--- config.mk ---
export PLATFORM = sky130hd
export DESIGN_NAME = pmr_top
export DESIGN_NICKNAME = d
export VERILOG_FILES = /design/src/pmr_pkg.sv /design/src/pmr_pulse.sv /design/src/pmr_sync.sv /design/src/pmr_top.sv
export VERILOG_INCLUDE_DIRS = /design/src
export SDC_FILE = /design/constraint.sdc
export NUM_CORES = 1
export LEC_CHECK = 0
export BUFFER_PORTS_ARGS = -buffer_cell sky130_fd_sc_hd__buf_4
export CORE_MARGIN = 10
export CORE_UTILIZATION = 40
export CTS_CLUSTER_DIAMETER = 50
export CTS_CLUSTER_SIZE = 25
export DETAILED_ROUTE_END_ITERATION = 8
export GPL_TIMING_DRIVEN = 0
export PLACE_DENSITY = 0.68
export SYNTH_ARGS = -nofsm -noshare
export SYNTH_HDL_FRONTEND = slang
export SYNTH_SLANG_ARGS = --single-unit
--- constraint.sdc ---
create_clock -name clk -period 4.4 [get_ports clk]
set_clock_uncertainty 0.2 [all_clocks]
set_input_delay 1.32 -clock clk [delete_from_list [all_inputs] [get_ports clk]]
set_output_delay 1.32 -clock clk [all_outputs]
set_load 0.05 [all_outputs]
--- src/pmr_params.svh ---
// Offsets, field positions, reset values and timing counts of the power mode block
`ifndef PMR_PARAMS_SVH
`define PMR_PARAMS_SVH

// -----------------------------------------------------------------
// Register indices (byte address is four times the index)
// -----------------------------------------------------------------
`define PMR_IDX_REGCTL 10'h0c9
`define PMR_IDX_PWRCTL 10'h087
`define PMR_IDX_OSCCTL 10'h100
`define PMR_IDX_OPTION 10'h101
`define PMR_IDX_STATUS 10'h102

// -----------------------------------------------------------------
// Regulator control fields
// -----------------------------------------------------------------
`define PMR_RC_MAIN_DIS 7
`define PMR_RC_BUS_PWR 6
`define PMR_RC_MAIN_LP 4
`define PMR_RC_STOP_SD 3
`define PMR_RC_CORE_LP 1
`define PMR_RC_WMASK 8'hbf
`define PMR_RC_RESET 8'h00

// -----------------------------------------------------------------
// Power control, oscillator control and option fields
// -----------------------------------------------------------------
`define PMR_PC_IDLE 0
`define PMR_PC_STOP 1
`define PMR_OC_SUSPEND 5
`define PMR_OPT_BUS_IE 0
`define PMR_OPT_MCD_EN 1

// -----------------------------------------------------------------
// Reset sequence and AXI4-Lite responses
// -----------------------------------------------------------------
`define PMR_START_ADDR 16'h0000
`define PMR_RESET_CYCLES 8
`define PMR_RESP_OKAY 2'h0
`define PMR_RESP_SLVERR 2'h2

`endif

--- src/pmr_pkg.sv ---
// Types of the power mode and regulator control block
`default_nettype none
package pmr_pkg;

	typedef enum logic [2:0] {
		PMR_RUN = 3'h1,
		PMR_IDLE = 3'h2,
		PMR_STOP = 3'h4
	} pmr_mode_e;

	typedef struct packed {
		pmr_mode_e mode;
		logic idle_arm;
		logic stop_arm;
		logic susp_arm;
		logic suspended;
		logic [7:0] regctl;
		logic [5:0] gen_flags;
		logic [1:0] option;
		logic aw_have;
		logic [11:0] awaddr;
		logic w_have;
		logic [7:0] wdata;
		logic wstrb0;
		logic awready;
		logic wready;
		logic bvalid;
		logic [1:0] bresp;
		logic arready;
		logic rvalid;
		logic [31:0] rdata;
		logic [1:0] rresp;
		logic bus_pwr_d;
		logic bus_pwr_irq;
		logic cpu_halt;
		logic osc_stop;
		logic periph_stop;
		logic core_sd;
		logic resume;
		logic wake_irq;
		logic reset_start;
		logic [15:0] fetch_addr;
	} pmr_state_s;

endpackage : pmr_pkg

`default_nettype wire

--- src/pmr_pulse.sv ---
// Stretches a start pulse into a reset level of fixed length
`timescale 1ns/1ps
`default_nettype none

module pmr_pulse #(
	parameter int CYCLES = 8
) (
	// Clock and reset
	input wire logic clk,
	input wire logic rst,
	input wire logic ce,
	// Pulse
	input wire logic start,
	output logic active
);

	localparam int CW = $clog2(CYCLES + 1);

	typedef struct packed {
		logic [CW-1:0] cnt;
		logic active;
	} pmr_pulse_s;

	pmr_pulse_s s;
	pmr_pulse_s next_s;

	always_comb
	begin
		next_s = s;
		if (start)
		begin
			next_s.cnt = CW'(CYCLES - 1);
			next_s.active = 1'b1;
		end
		else if (s.cnt != '0)
			next_s.cnt = s.cnt - CW'(1);
		else
			next_s.active = 1'b0;
	end

	always_ff @(posedge clk)
	begin
		if (rst)
			s <= '0;
		else if (ce)
			s <= next_s;
	end

	assign active = s.active;

endmodule : pmr_pulse

`default_nettype wire

--- src/pmr_sync.sv ---
// Two flip-flop synchroniser for pin inputs
`timescale 1ns/1ps
`default_nettype none

module pmr_sync #(
	parameter int W = 1,
	parameter logic [W-1:0] INIT = '0
) (
	// Clock and reset
	input wire logic clk,
	input wire logic rst,
	input wire logic ce,
	// Data
	input wire logic [W-1:0] d,
	output logic [W-1:0] q
);

	typedef struct packed {
		logic [W-1:0] s1;
		logic [W-1:0] s2;
	} pmr_sync_s;

	pmr_sync_s s;
	pmr_sync_s next_s;

	always_comb
	begin
		next_s.s1 = d;
		next_s.s2 = s.s1;
	end

	always_ff @(posedge clk)
	begin
		if (rst)
		begin
			s.s1 <= INIT;
			s.s2 <= INIT;
		end
		else if (ce)
			s <= next_s;
	end

	assign q = s.s2;

endmodule : pmr_sync

`default_nettype wire

--- src/pmr_top.sv ---
// Power mode sequencer and regulator control with an AXI4-Lite register slave
//
// Added by the designer: the AXI4-Lite interface to the registers.
`timescale 1ns/1ps
`default_nettype none
`include "pmr_params.svh"

// Operation
// - Bit 7 set switches main regulator off
// - Bit 6 reads synchronised bus power level
// - Bit 4 puts main regulator in low power
// - Bit 3 shuts core regulator in stop
// - Bit 1 puts core regulator in low power
// - Regulator control decoded at index 0xc9
// - Idle bit halts core after instruction
// - Enabled interrupt ends idle and resumes
// - Reset ends idle, restarts at zero
// - Watchdog reset ends idle mode
// - Stop bit stops oscillator, core, peripherals
// - Stop ends only by reset sequence
// - Enabled missing clock detector ends stop unless bit 3 set
// - Suspend bit stops internal oscillator only
// - Resume signalling or reset ends suspend
// - Suspend wake continues, raises wake interrupt
// - Bus power edges raise enabled interrupt
module pmr_top
	import pmr_pkg::*;
#(
	parameter int RESET_CYCLES = `PMR_RESET_CYCLES
) (
	// Clock and reset
	input wire logic clk,
	input wire logic rst,
	input wire logic ce,
	// AXI4-Lite write
	input wire logic [11:0] s_axi_awaddr,
	input wire logic s_axi_awvalid,
	output logic s_axi_awready,
	input wire logic [31:0] s_axi_wdata,
	input wire logic [3:0] s_axi_wstrb,
	input wire logic s_axi_wvalid,
	output logic s_axi_wready,
	output logic [1:0] s_axi_bresp,
	output logic s_axi_bvalid,
	input wire logic s_axi_bready,
	// AXI4-Lite read
	input wire logic [11:0] s_axi_araddr,
	input wire logic s_axi_arvalid,
	output logic s_axi_arready,
	output logic [31:0] s_axi_rdata,
	output logic [1:0] s_axi_rresp,
	output logic s_axi_rvalid,
	input wire logic s_axi_rready,
	// Core side
	input wire logic instr_done,
	input wire logic irq_wake,
	input wire logic watchdog_reset,
	input wire logic mcd_reset,
	input wire logic other_reset,
	// Pins
	input wire logic rst_pin_n,
	input wire logic bus_power_pin,
	input wire logic usb_resume_pin,
	// Power and clock controls
	output logic cpu_halt,
	output logic int_osc_stop,
	output logic periph_clk_stop,
	output logic main_regulator_off,
	output logic main_regulator_low_power,
	output logic core_regulator_low_power,
	output logic core_regulator_shutdown,
	// Reset and wake
	output logic sys_reset,
	output logic [15:0] fetch_addr,
	output logic resume_pulse,
	output logic wake_irq,
	output logic bus_power_irq
);

	import pmr_pkg::*;

	// -----------------------------------------------------------------
	// Pin synchronisers
	// -----------------------------------------------------------------
	logic [2:0] pins_s;
	logic rst_pin_s;
	logic bus_pwr_s;
	logic usb_resume_s;

	pmr_sync #(
		.W(3),
		.INIT(3'h4)
	) u_sync (
		.clk(clk),
		.rst(rst),
		.ce(ce),
		.d({rst_pin_n, bus_power_pin, usb_resume_pin}),
		.q(pins_s)
	);

	assign rst_pin_s = ~pins_s[2];
	assign bus_pwr_s = pins_s[1];
	assign usb_resume_s = pins_s[0];

	// -----------------------------------------------------------------
	// Helpers
	// -----------------------------------------------------------------
	function automatic logic [9:0] word_index(input logic [11:0] addr);
		word_index = addr[11:2];
	endfunction : word_index

	function automatic logic index_hit(input logic [9:0] idx);
		index_hit = (idx == `PMR_IDX_REGCTL) || (idx == `PMR_IDX_PWRCTL) ||
			(idx == `PMR_IDX_OSCCTL) || (idx == `PMR_IDX_OPTION) ||
			(idx == `PMR_IDX_STATUS);
	endfunction : index_hit

	pmr_state_s s;
	pmr_state_s next_s;
	logic reset_hit;
	logic do_write;
	logic [9:0] widx;
	logic [9:0] ridx;
	logic [7:0] rbyte;

	// -----------------------------------------------------------------
	// Reset sources by mode
	// -----------------------------------------------------------------
	always_comb
	begin
		if (s.mode == PMR_STOP)
		begin
			// Core regulator shut down leaves only the pin
			if (s.regctl[`PMR_RC_STOP_SD])
				reset_hit = rst_pin_s;
			else
				reset_hit = rst_pin_s || other_reset ||
					(mcd_reset && s.option[`PMR_OPT_MCD_EN]);
		end
		else
			reset_hit = rst_pin_s || other_reset || watchdog_reset ||
				(mcd_reset && s.option[`PMR_OPT_MCD_EN]);
	end

	// -----------------------------------------------------------------
	// Register read mux
	// -----------------------------------------------------------------
	always_comb
	begin
		ridx = word_index(s_axi_araddr);
		rbyte = 8'h00;
		case (ridx)
			`PMR_IDX_REGCTL:
			begin
				rbyte = s.regctl;
				rbyte[`PMR_RC_BUS_PWR] = bus_pwr_s;
			end
			`PMR_IDX_PWRCTL:
				rbyte = {s.gen_flags, 2'h0};
			`PMR_IDX_OSCCTL:
				rbyte[`PMR_OC_SUSPEND] = s.suspended;
			`PMR_IDX_OPTION:
				rbyte = {6'h00, s.option};
			`PMR_IDX_STATUS:
				rbyte = {4'h0, bus_pwr_s, s.suspended,
					s.mode == PMR_STOP, s.mode == PMR_IDLE};
			default:
				rbyte = 8'h00;
		endcase
	end

	// -----------------------------------------------------------------
	// Next state
	// -----------------------------------------------------------------
	always_comb
	begin
		next_s = s;
		next_s.resume = 1'b0;
		next_s.wake_irq = 1'b0;
		next_s.bus_pwr_irq = 1'b0;
		next_s.reset_start = 1'b0;
		widx = word_index(s.awaddr);
		do_write = s.aw_have && s.w_have && !s.bvalid;

		// Bus power edges, either direction
		next_s.bus_pwr_d = bus_pwr_s;
		if ((bus_pwr_s != s.bus_pwr_d) && s.option[`PMR_OPT_BUS_IE])
			next_s.bus_pwr_irq = 1'b1;

		// Write address and data, taken in either order
		if (s_axi_awvalid && s.awready)
		begin
			next_s.aw_have = 1'b1;
			next_s.awaddr = s_axi_awaddr;
		end
		if (s_axi_wvalid && s.wready)
		begin
			next_s.w_have = 1'b1;
			next_s.wdata = s_axi_wdata[7:0];
			next_s.wstrb0 = s_axi_wstrb[0];
		end
		if (s.bvalid && s_axi_bready)
			next_s.bvalid = 1'b0;

		// Mode sequencer
		case (s.mode)
			PMR_RUN:
			begin
				if (instr_done)
				begin
					if (s.stop_arm)
						next_s.mode = PMR_STOP;
					else if (s.idle_arm)
						next_s.mode = PMR_IDLE;
					if (s.susp_arm)
						next_s.suspended = 1'b1;
					next_s.stop_arm = 1'b0;
					next_s.idle_arm = 1'b0;
					next_s.susp_arm = 1'b0;
				end
			end
			PMR_IDLE:
			begin
				if (irq_wake)
				begin
					next_s.mode = PMR_RUN;
					next_s.resume = 1'b1;
				end
			end
			PMR_STOP:
				next_s.mode = PMR_STOP;
			default:
				next_s.mode = PMR_RUN;
		endcase

		if (s.suspended && usb_resume_s)
		begin
			next_s.suspended = 1'b0;
			next_s.wake_irq = 1'b1;
		end

		// Register write
		if (do_write)
		begin
			next_s.aw_have = 1'b0;
			next_s.w_have = 1'b0;
			next_s.bvalid = 1'b1;
			next_s.bresp = index_hit(widx) ? `PMR_RESP_OKAY : `PMR_RESP_SLVERR;
			if (s.wstrb0)
			begin
				case (widx)
					`PMR_IDX_REGCTL:
						next_s.regctl = s.wdata & `PMR_RC_WMASK;
					`PMR_IDX_PWRCTL:
					begin
						next_s.gen_flags = s.wdata[7:2];
						if (s.wdata[`PMR_PC_IDLE])
							next_s.idle_arm = 1'b1;
						if (s.wdata[`PMR_PC_STOP])
							next_s.stop_arm = 1'b1;
					end
					`PMR_IDX_OSCCTL:
						if (s.wdata[`PMR_OC_SUSPEND])
							next_s.susp_arm = 1'b1;
					`PMR_IDX_OPTION:
						next_s.option = s.wdata[1:0];
					default:
						next_s.option = next_s.option;
				endcase
			end
		end

		// Register read
		if (s.rvalid && s_axi_rready)
			next_s.rvalid = 1'b0;
		if (s_axi_arvalid && s.arready)
		begin
			next_s.rvalid = 1'b1;
			next_s.rdata = {24'h000000, rbyte};
			next_s.rresp = index_hit(ridx) ? `PMR_RESP_OKAY : `PMR_RESP_SLVERR;
		end

		// Reset event returns mode, arms and registers to the start state
		if (reset_hit)
		begin
			next_s.mode = PMR_RUN;
			next_s.idle_arm = 1'b0;
			next_s.stop_arm = 1'b0;
			next_s.susp_arm = 1'b0;
			next_s.suspended = 1'b0;
			next_s.regctl = `PMR_RC_RESET;
			next_s.gen_flags = 6'h00;
			next_s.option = 2'h0;
			next_s.resume = 1'b0;
			next_s.wake_irq = 1'b0;
			next_s.reset_start = 1'b1;
			next_s.fetch_addr = `PMR_START_ADDR;
		end

		next_s.awready = !next_s.aw_have && !next_s.bvalid;
		next_s.wready = !next_s.w_have && !next_s.bvalid;
		next_s.arready = !next_s.rvalid;

		next_s.cpu_halt = next_s.mode != PMR_RUN;
		next_s.osc_stop = (next_s.mode == PMR_STOP) || next_s.suspended;
		next_s.periph_stop = next_s.mode == PMR_STOP;
		next_s.core_sd = (next_s.mode == PMR_STOP) &&
			next_s.regctl[`PMR_RC_STOP_SD];
	end

	always_ff @(posedge clk)
	begin
		if (rst)
		begin
			s <= '0;
			s.mode <= PMR_RUN;
			s.regctl <= `PMR_RC_RESET;
			s.fetch_addr <= `PMR_START_ADDR;
		end
		else if (ce)
			s <= next_s;
	end

	// -----------------------------------------------------------------
	// Reset sequence length
	// -----------------------------------------------------------------
	pmr_pulse #(
		.CYCLES(RESET_CYCLES)
	) u_pulse (
		.clk(clk),
		.rst(rst),
		.ce(ce),
		.start(s.reset_start),
		.active(sys_reset)
	);

	// -----------------------------------------------------------------
	// Outputs
	// -----------------------------------------------------------------
	assign s_axi_awready = s.awready;
	assign s_axi_wready = s.wready;
	assign s_axi_bvalid = s.bvalid;
	assign s_axi_bresp = s.bresp;
	assign s_axi_arready = s.arready;
	assign s_axi_rvalid = s.rvalid;
	assign s_axi_rdata = s.rdata;
	assign s_axi_rresp = s.rresp;
	assign cpu_halt = s.cpu_halt;
	assign int_osc_stop = s.osc_stop;
	assign periph_clk_stop = s.periph_stop;
	assign main_regulator_off = s.regctl[`PMR_RC_MAIN_DIS];
	assign main_regulator_low_power = s.regctl[`PMR_RC_MAIN_LP];
	assign core_regulator_low_power = s.regctl[`PMR_RC_CORE_LP];
	assign core_regulator_shutdown = s.core_sd;
	assign fetch_addr = s.fetch_addr;
	assign resume_pulse = s.resume;
	assign wake_irq = s.wake_irq;
	assign bus_power_irq = s.bus_pwr_irq;

endmodule : pmr_top

`default_nettype wire

== Word level (Yosys, flattened, before mapping) ==
Cells that the tools add are included.
Word-level totals
  register bits: 83
  bits in writable memories: 0
  bits in read-only memories: 0
  latch bits: 0
  memories: 0
  word-level logic and storage cells: 144
  output and inout port bits: 68
  bits of input ports: 76
Operators by class
  $add $sub $neg: 1
  order comparisons: 0
  divide/modulo/power cells: 0
  multiplexer cells: 43
  $mul: 0
  equal/unequal tests: 17
  shift operators: 0
  reductions and logical operators: 47
  bitwise operators: 1
Operator list (number)
  $eq 10x9->1 const B: 6
  $eq 10x8->1 const B: 4
  $mux 35: 1
  $mux 23: 1
  $pmux 5 s4: 1
  $mux 19: 1
  $mux 3: 6
  $mux 17: 1
  $mux 1: 16
  $mux 16: 1
  $logic_and 1x1->1: 13
  $logic_or 1x1->1: 13
  $mux 13: 1
  $reduce_and 2->1: 6
  $reduce_and 4->1: 3
  $reduce_bool 2->1: 6
  $mux 10: 1
  $pmux 3 s3: 1
  $mux 2: 4
  $mux 4: 2
  $mux 8: 1
  $mux 7: 1
  $eq 3x3->1 const B: 2
  $mux 6: 1
  12 further kinds: 16

== Logic depth before layout (Yosys ltp) ==
Gate-level depths: netlist of run 1.
  word-level depth: 11
  depth in mapped cells: 6
  gate-level depth less buffers: 6

== Modules after synthesis ==
From an unflattened synthesis of run 1, not the netlist that was laid out.
Second synthesis, totals
  cells, all modules: 454
  area total of the unflattened synthesis: 3898.7 um^2
By module, submodules not included
  pmr_top: cells an instance 405, area an instance 3408.3 um^2, seq. area each 1341.3 um^2, instances 1
  pmr_pulse: cells an instance 30, area an instance 274.0 um^2, seq. area each 100.1 um^2, instances 1
  pmr_sync: cells an instance 19, area an instance 216.5 um^2, seq. area each 120.1 um^2, instances 1

== Least setup slack after synthesis of run 1 ==
Ideal clock, no wire load.
  path type: input to register
  start: input s_axi_araddr[5]
  end: register s, in the netlist s_axi_rdata[1]
  library setup time: 95 ps
  buffers on the path: 0
  required time: 4105 ps
  path slack: 1644 ps
  arrival time: 2461 ps
  cell stages on the path: 5
  path through: nor4_1 -> nand3_1 -> nor3b_1 -> a222oi_1 -> a221oi_1
On the way
  word-level cells in the longest chain between the ends: 2
  elaborated cells on any way between the ends: 5
  those cells by class: eq/ne: 4; mux: 1
Ends and longest elaborated chain
  from (decl): line pmr_top.sv:47  | input wire logic [11:0] s_axi_araddr,
  $eq 10x9->1 / $eq 10x8->1 (equally long branches): line pmr_top.sv:152  | case (ridx)
  $pmux 5 s4 *: line pmr_top.sv:152
  to (signal assigned): line pmr_top.sv:321  | s <= next_s;
  to (decl): line pmr_top.sv:118  | pmr_state_s s;
Every way passes the cells marked *; elsewhere a longest branch is shown, timed or not.
A chain may end at the register's enable or synchronous reset.

== Worst setup path in the final report of run 1 ==
  start: input ce
  end: register s[70] in the netlist's numbering
On the way
  word-level cells in the longest chain between the ends: 1
Ends and longest elaborated chain
  from (decl): line pmr_top.sv:34  | input wire logic ce,
  $reduce_and 2->1 (no source line)
No other way between the ends.

==> reports/qor.yml, run 1 <==
run_status:
  outcome: "completed"
sta:
  min_period_over_period: 0.682
  worstMarginPinSlew_ns: 0.710
  relSlewSlack: 0.520
  holdWs_ns: 0.257
  min_period_ns: 3.00
  maxSlewViolCount: 0
  grt_setup_unrepaired: "no"
  tns_ns: 0
  finalHoldViolations: 0
  max_freq_mhz: 333
  setup_viol: 0
placed_design:
  port_buffers: 70
  place_congestion: 0.816
  dpl.hpwl_um: 7670
grt:
  grt_max_degree: 13
  antenna_found_initial: 0
  grt_pass1_wl_um: 15100
  grt_usage: 0.141
  grt_pass1_vias: 3106
  grt-ovfl-total: 0
power_and_ir_drop:
  p_leak_nw: 2.08
  total_power_w: 0.00162
  power.density_mw_per_mm2: 344
  p_sw_w: 0.000433
  clkPwrFrac: 0.378
  ir_drop_mv: 0.144
  intPower_w: 0.00119
  seqPwrFrac: 0.457
  p_comb_frac: 0.165
  switching_share: 0.267
finish:
  n_antenna_cell: 0
  fillCellCount: 850
  nets: 626
  syn_to_final_growth_pct: 28.3
  layout-drive-gt1-share: 0.290
  multi_input_area_mm2: 0.00175
  layout_commonest_cell: "buf_4"
  final_cell_mix: "buf_4, dfxtp_1, nand2_1"
  seq_area_mm2: 0.00156
synthesis:
  synth_seq_cells: 78
  ys.flop_type: "dfxtp_1"
  synth_edf_count: 0
  ys_seq_area_frac: 0.425
  yosys.area.top_type: "dfxtp_1"
  synthArstFlopShare: 0
  syn_area_per_cell_um2: 8.60
  netlist_area_mm2: 0.00367
  yosysTopAreaCellShare: 0.425
  synth_area_leaders: "dfxtp_1, buf_4, nand2_1"
  synthCells: 427
  synth_cell_types: 56
  yosys_warnings: 0
clock_tree:
  clock_sinks: 78
  cts_setup_buffers: 0
  cts_made_buffers: 9
  ctsResizeCount: 0
  clk_pin_slew_ns: 0.07
  cts_buffer_depth: 2
  clk_latency_ns: 0.35
  postCtsHoldBufs: 0
  cts_tree: "done"
  root_buffer: "clkbuf_8"
  cts_max_level: 3
die:
  fp.coreArea_mm2: 0.00885
  ios: 144
  chipHeight_um: 116
  dieArea_mm2: 0.0134
  initial_core_util: 0.415
  rows: 34
  die_w_um: 116
routing:
  drc: 0
  dr.pass1.iters: 5
  drt-total-wl_um: 9650
  num_vias: 3222
  vias_per_cell: 4.88
  wire_per_inst_um: 14.6
  drt-initial-drc-count: 192
  ant_nets: 0
job:
  cap_violations: 0
critical_path:
  cp.required_ns: 4.42
  setup.worst_path.end_class: "flop"
  crit_path_start_kind: "primary input"
  crit_arrival_ns: 3.03
  crit_type: "in -> reg"
  critPathMaxFanout: 10
hold_path:
  hp-class: "reg -> reg"
## metal layers
metal,wire length (um),up-vias,part of all wire,GRT usage
met4,85,0,0.0088,0.0434
met3,749,9,0.078,0.0470
met5,0,-,0,0
li1,-,1656,-,-
met2,4720,96,0.49,0.240
met1,4090,1461,0.42,0.164
## power groups by stage
stage                     Combinational, W  Sequential (W)  Clock (W)
final                             0.000268        0.000740   0.000613
after global placement            0.000263        0.000755          0
after CTS                         0.000266        0.000740   0.000624
after detailed placement          0.000266        0.000756          0
after floorplan                   0.000192        0.000763          0
after global routing              0.000290        0.000743   0.000654
## cells in the mapped netlist, drive strengths merged (2+ instances only)
cell	instances
dfxtp	78
nand2	64
buf	57
a21oi	38
nor2	28
a22o	15
nand3	15
clkbuf	14
o21ai	13
nor3	10
and3	9
mux2i	9
inv	8
a221oi	6
o31ai	6
nand2b	5
a222oi	4
o21a	4
a32oi	3
nand3b	3
nand4b	3
nor3b	3
nor4	3
a211oi	2
a22oi	2
and2	2
nor2b	2
o221a	2
## registers in the layout, summed over array words and instances (netlist names), 3 cells and up
register and cells:
s 42, s_axi_rdata 8, u_pulse.s 4, u_sync.next_s 3, u_sync.q 3
## worst max-delay path, stage by stage
cell	delay, ns
buf_4	0.11
clkbuf_1	0.33
buf_1	0.55
nand3_1	0.45
nand2_1	0.19
a21oi_1	0.07
## final cells by class
type                    count  share of cell area
repair buffers             70               0.112
clock buffers               9              0.0263
well taps                 108              0.0287
plain buffers              71               0.102
inverters                   8             0.00638
clock inverters             5              0.0213
flip-flops and latches     78               0.332
multi-input cells         311               0.372
## final timing paths
kind	from	to	slack, ns	cells after the start
setup / recovery	ce	s[70]	1.40	6
hold / removal	s_axi_bresp[1]	s_axi_bresp[1]	0.26	2
setup reg to reg	s[111]	s[99]	2.23	6
hold reg to reg	s_axi_bresp[1]	s_axi_bresp[1]	0.26	2
## kinds of logic after synthesis
logic type | after synthesis | synth area share
and+or+nand+nor | 155 | 0.207
adders and majority gates | 1 | 0.00341
other | 1 | 0.00102
AOI/OAI and AO/OA | 102 | 0.194
xor gates and xnor gates | 2 | 0.00477
muxes | 9 | 0.0245
DFF | 78 | 0.425
buffers and inverters | 79 | 0.139
## stage by stage
| step | instance area, um^2 | instances | setup slack [ns] | utilization |
|---|---|---|---|---|
| global placement | 4490 | 646 | 0.996 | 0.507 |
| floorplan | 3820 | 468 | 1.64 | - |
| detailed placement | 4490 | 646 | 0.979 | 0.507 |
| global route | 4710 | 660 | 1.19 | 0.532 |
| finish | 4710 | 660 | 1.40 | 0.532 |
| CTS | 4710 | 660 | 1.36 | 0.532 |
Note: power is estimated with default switching activity, not from simulation.
==> run 2, diff against run 1 <==
PLACE_DENSITY = 0.7   (was 0.68)
clock period = 2.5 ns   (was 4.4 ns; I/O delays follow)
==> run 2 against run 1 <==
Via count grew 2.8%; combinational power grew 78%; non-clock buffer count is the same; register-to-register slack lost 2.0 ns; sequential share of layout area grew 0.39 points; cell count grew 0.15%; global-route usage grew 0.71 points; worst hold slack is essentially flat; sequential cell count is the same; sequential power grew 76%; largest power group unchanged.
==> reports/qor.yml, run 2 (synthesized netlist as in run 1, its figures left out) <==
critical_path:
  reg2reg_depth: 6
  path_depth: 7
  cp_slowest_cell: "a21oi_1"
  path_buf_inv: 2
  crit_path_start_kind: "primary input"
  worst_path_most_repeated_cell: "a21oi_1"
  setup.worst_path.end_class: "flop"
  cp_cell_sequence: "buf_4 > a21oi_1 > nand4b_1 > a21oi_1 > and3_1 > buf_2 > a22o_1"
  crit_type: "in -> reg"
  critPathMaxFanout: 6
  crit_arrival_ns: 2.40
  cp.required_ns: 2.60
  critical_path.top_delay_family: "compound AO/OA/AOI/OAI gates"
  slowest_delay_ns: 0.44
die:
  dieArea_mm2: 0.0134
  rows: 34
  fp.coreArea_mm2: 0.00885
  initial_core_util: 0.415
  chipHeight_um: 116
  ios: 144
  die_w_um: 116
placed_design:
  postPlaceCellArea_mm2: 0.00449
  place_congestion: 0.836
  port_buffers: 70
  dpl.hpwl_um: 7840
  place_ws_ns: -0.393
power_and_ir_drop:
  power.density_mw_per_mm2: 561
  ir_drop_mv: 0.316
  p_leak_nw: 2.05
  total_power_w: 0.00261
grt:
  antenna_found_initial: 0
  grt_pass1_vias: 3361
  grt_usage: 0.148
  grt_pass1_wl_um: 16000
  grt-ovfl-total: 0
  grt_max_degree: 12
sta:
  setup_viol: 0
  grt_setup_unrepaired: "no"
  worstMarginPinSlew_ns: 0.800
  finalHoldViolations: 0
  maxSlewViolCount: 0
  holdWs_ns: 0.257
  setup_ws_ns: 0.194
  max_freq_mhz: 434
  min_period_over_period: 0.922
  relSlewSlack: 0.459
  min_period_ns: 2.31
clock_tree:
  clk_pin_slew_ns: 0.07
  postCtsHoldBufs: 0
  cts_buffer_depth: 2
  cts_max_level: 3
  root_buffer: "clkbuf_8"
  clock_sinks: 78
  cts_tree: "done"
  cts_setup_buffers: 0
  cts_made_buffers: 9
  clk_latency_ns: 0.36
  ctsResizeCount: 1
routing:
  drt-initial-drc-count: 132
  num_vias: 3312
  drt-total-wl_um: 9920
  wire_per_inst_um: 15.0
  dr.pass1.iters: 5
  ant_nets: 0
  drc: 0
  vias_per_cell: 5.01
hold_path:
  hp-class: "reg -> reg"
  hold_depth: 2
finish:
  layout_commonest_cell: "buf_4"
  n_antenna_cell: 0
  layout-drive-gt1-share: 0.288
  syn_to_final_growth_pct: 26.8
  final_cell_area_mm2: 0.00465
  final_cell_mix: "buf_4, dfxtp_1, nand2_1"
  nets: 626
  largest_reg_flops: 42
  regMostFlops: "s"
job:
  cap_violations: 0
run_status:
  outcome: "completed"
-- run 2: cell count changes in the layout (fill, tap and decap cells not counted), sizes merged --
cell and change:
clkinv -1, bufinv -3, clkbuf +5
-- run 2: worst paths after layout --
path / start / to / slack [ns]
setup / recovery: mcd_reset / main_regulator_low_power / 0.19
hold / removal: s[82] / s[82] / 0.26
setup reg to reg: s[111] / main_regulator_low_power / 0.28
hold reg to reg: s[82] / s[82] / 0.26
-- run 2: report_power, final --
group | internal (W) | leakage (nW) | switching (W) | total [W]
combinational | 0.000170 | 1.34 | 0.000306 | 0.000476
clock | 0.000409 | 0.0865 | 0.000424 | 0.000834
sequential | 0.00127 | 0.632 | 0.0000295 | 0.00130
-- run 2: through the flow --
step / instances / setup TNS (ns) / utilization
after floorplan: 468 / 0 / -
after global placement: 646 / -3.68 / 0.507
after detailed placement: 646 / -5.15 / 0.507
after CTS: 661 / 0 / 0.526
after global routing: 661 / 0 / 0.526
final: 661 / 0 / 0.526
-- run 2: metal layers --
layer	up-vias	track usage	wire length [um]
li1	1663	-	-
met5	-	0	0
met4	0	0.0550	146
met2	112	0.250	4720
met1	1524	0.171	4190
met3	13	0.0475	860
-- run 2: worst min-delay path, stage by stage, from the launching register on --
cell and delay [ns]:
dfxtp_1 0.31, nand2_1 0.05, a21oi_1 0.05
-- run 2: area by class of cell --
type                       count  area, um^2
tap                          108         135
multi-input combinational    311        1750
clock inverter                 1        5.00
fill                         878        4190
clock buffer                  14         163
buffer                        71         483
timing repair buffer          70         526
sequential                    78        1560
inverter                       8        30.0
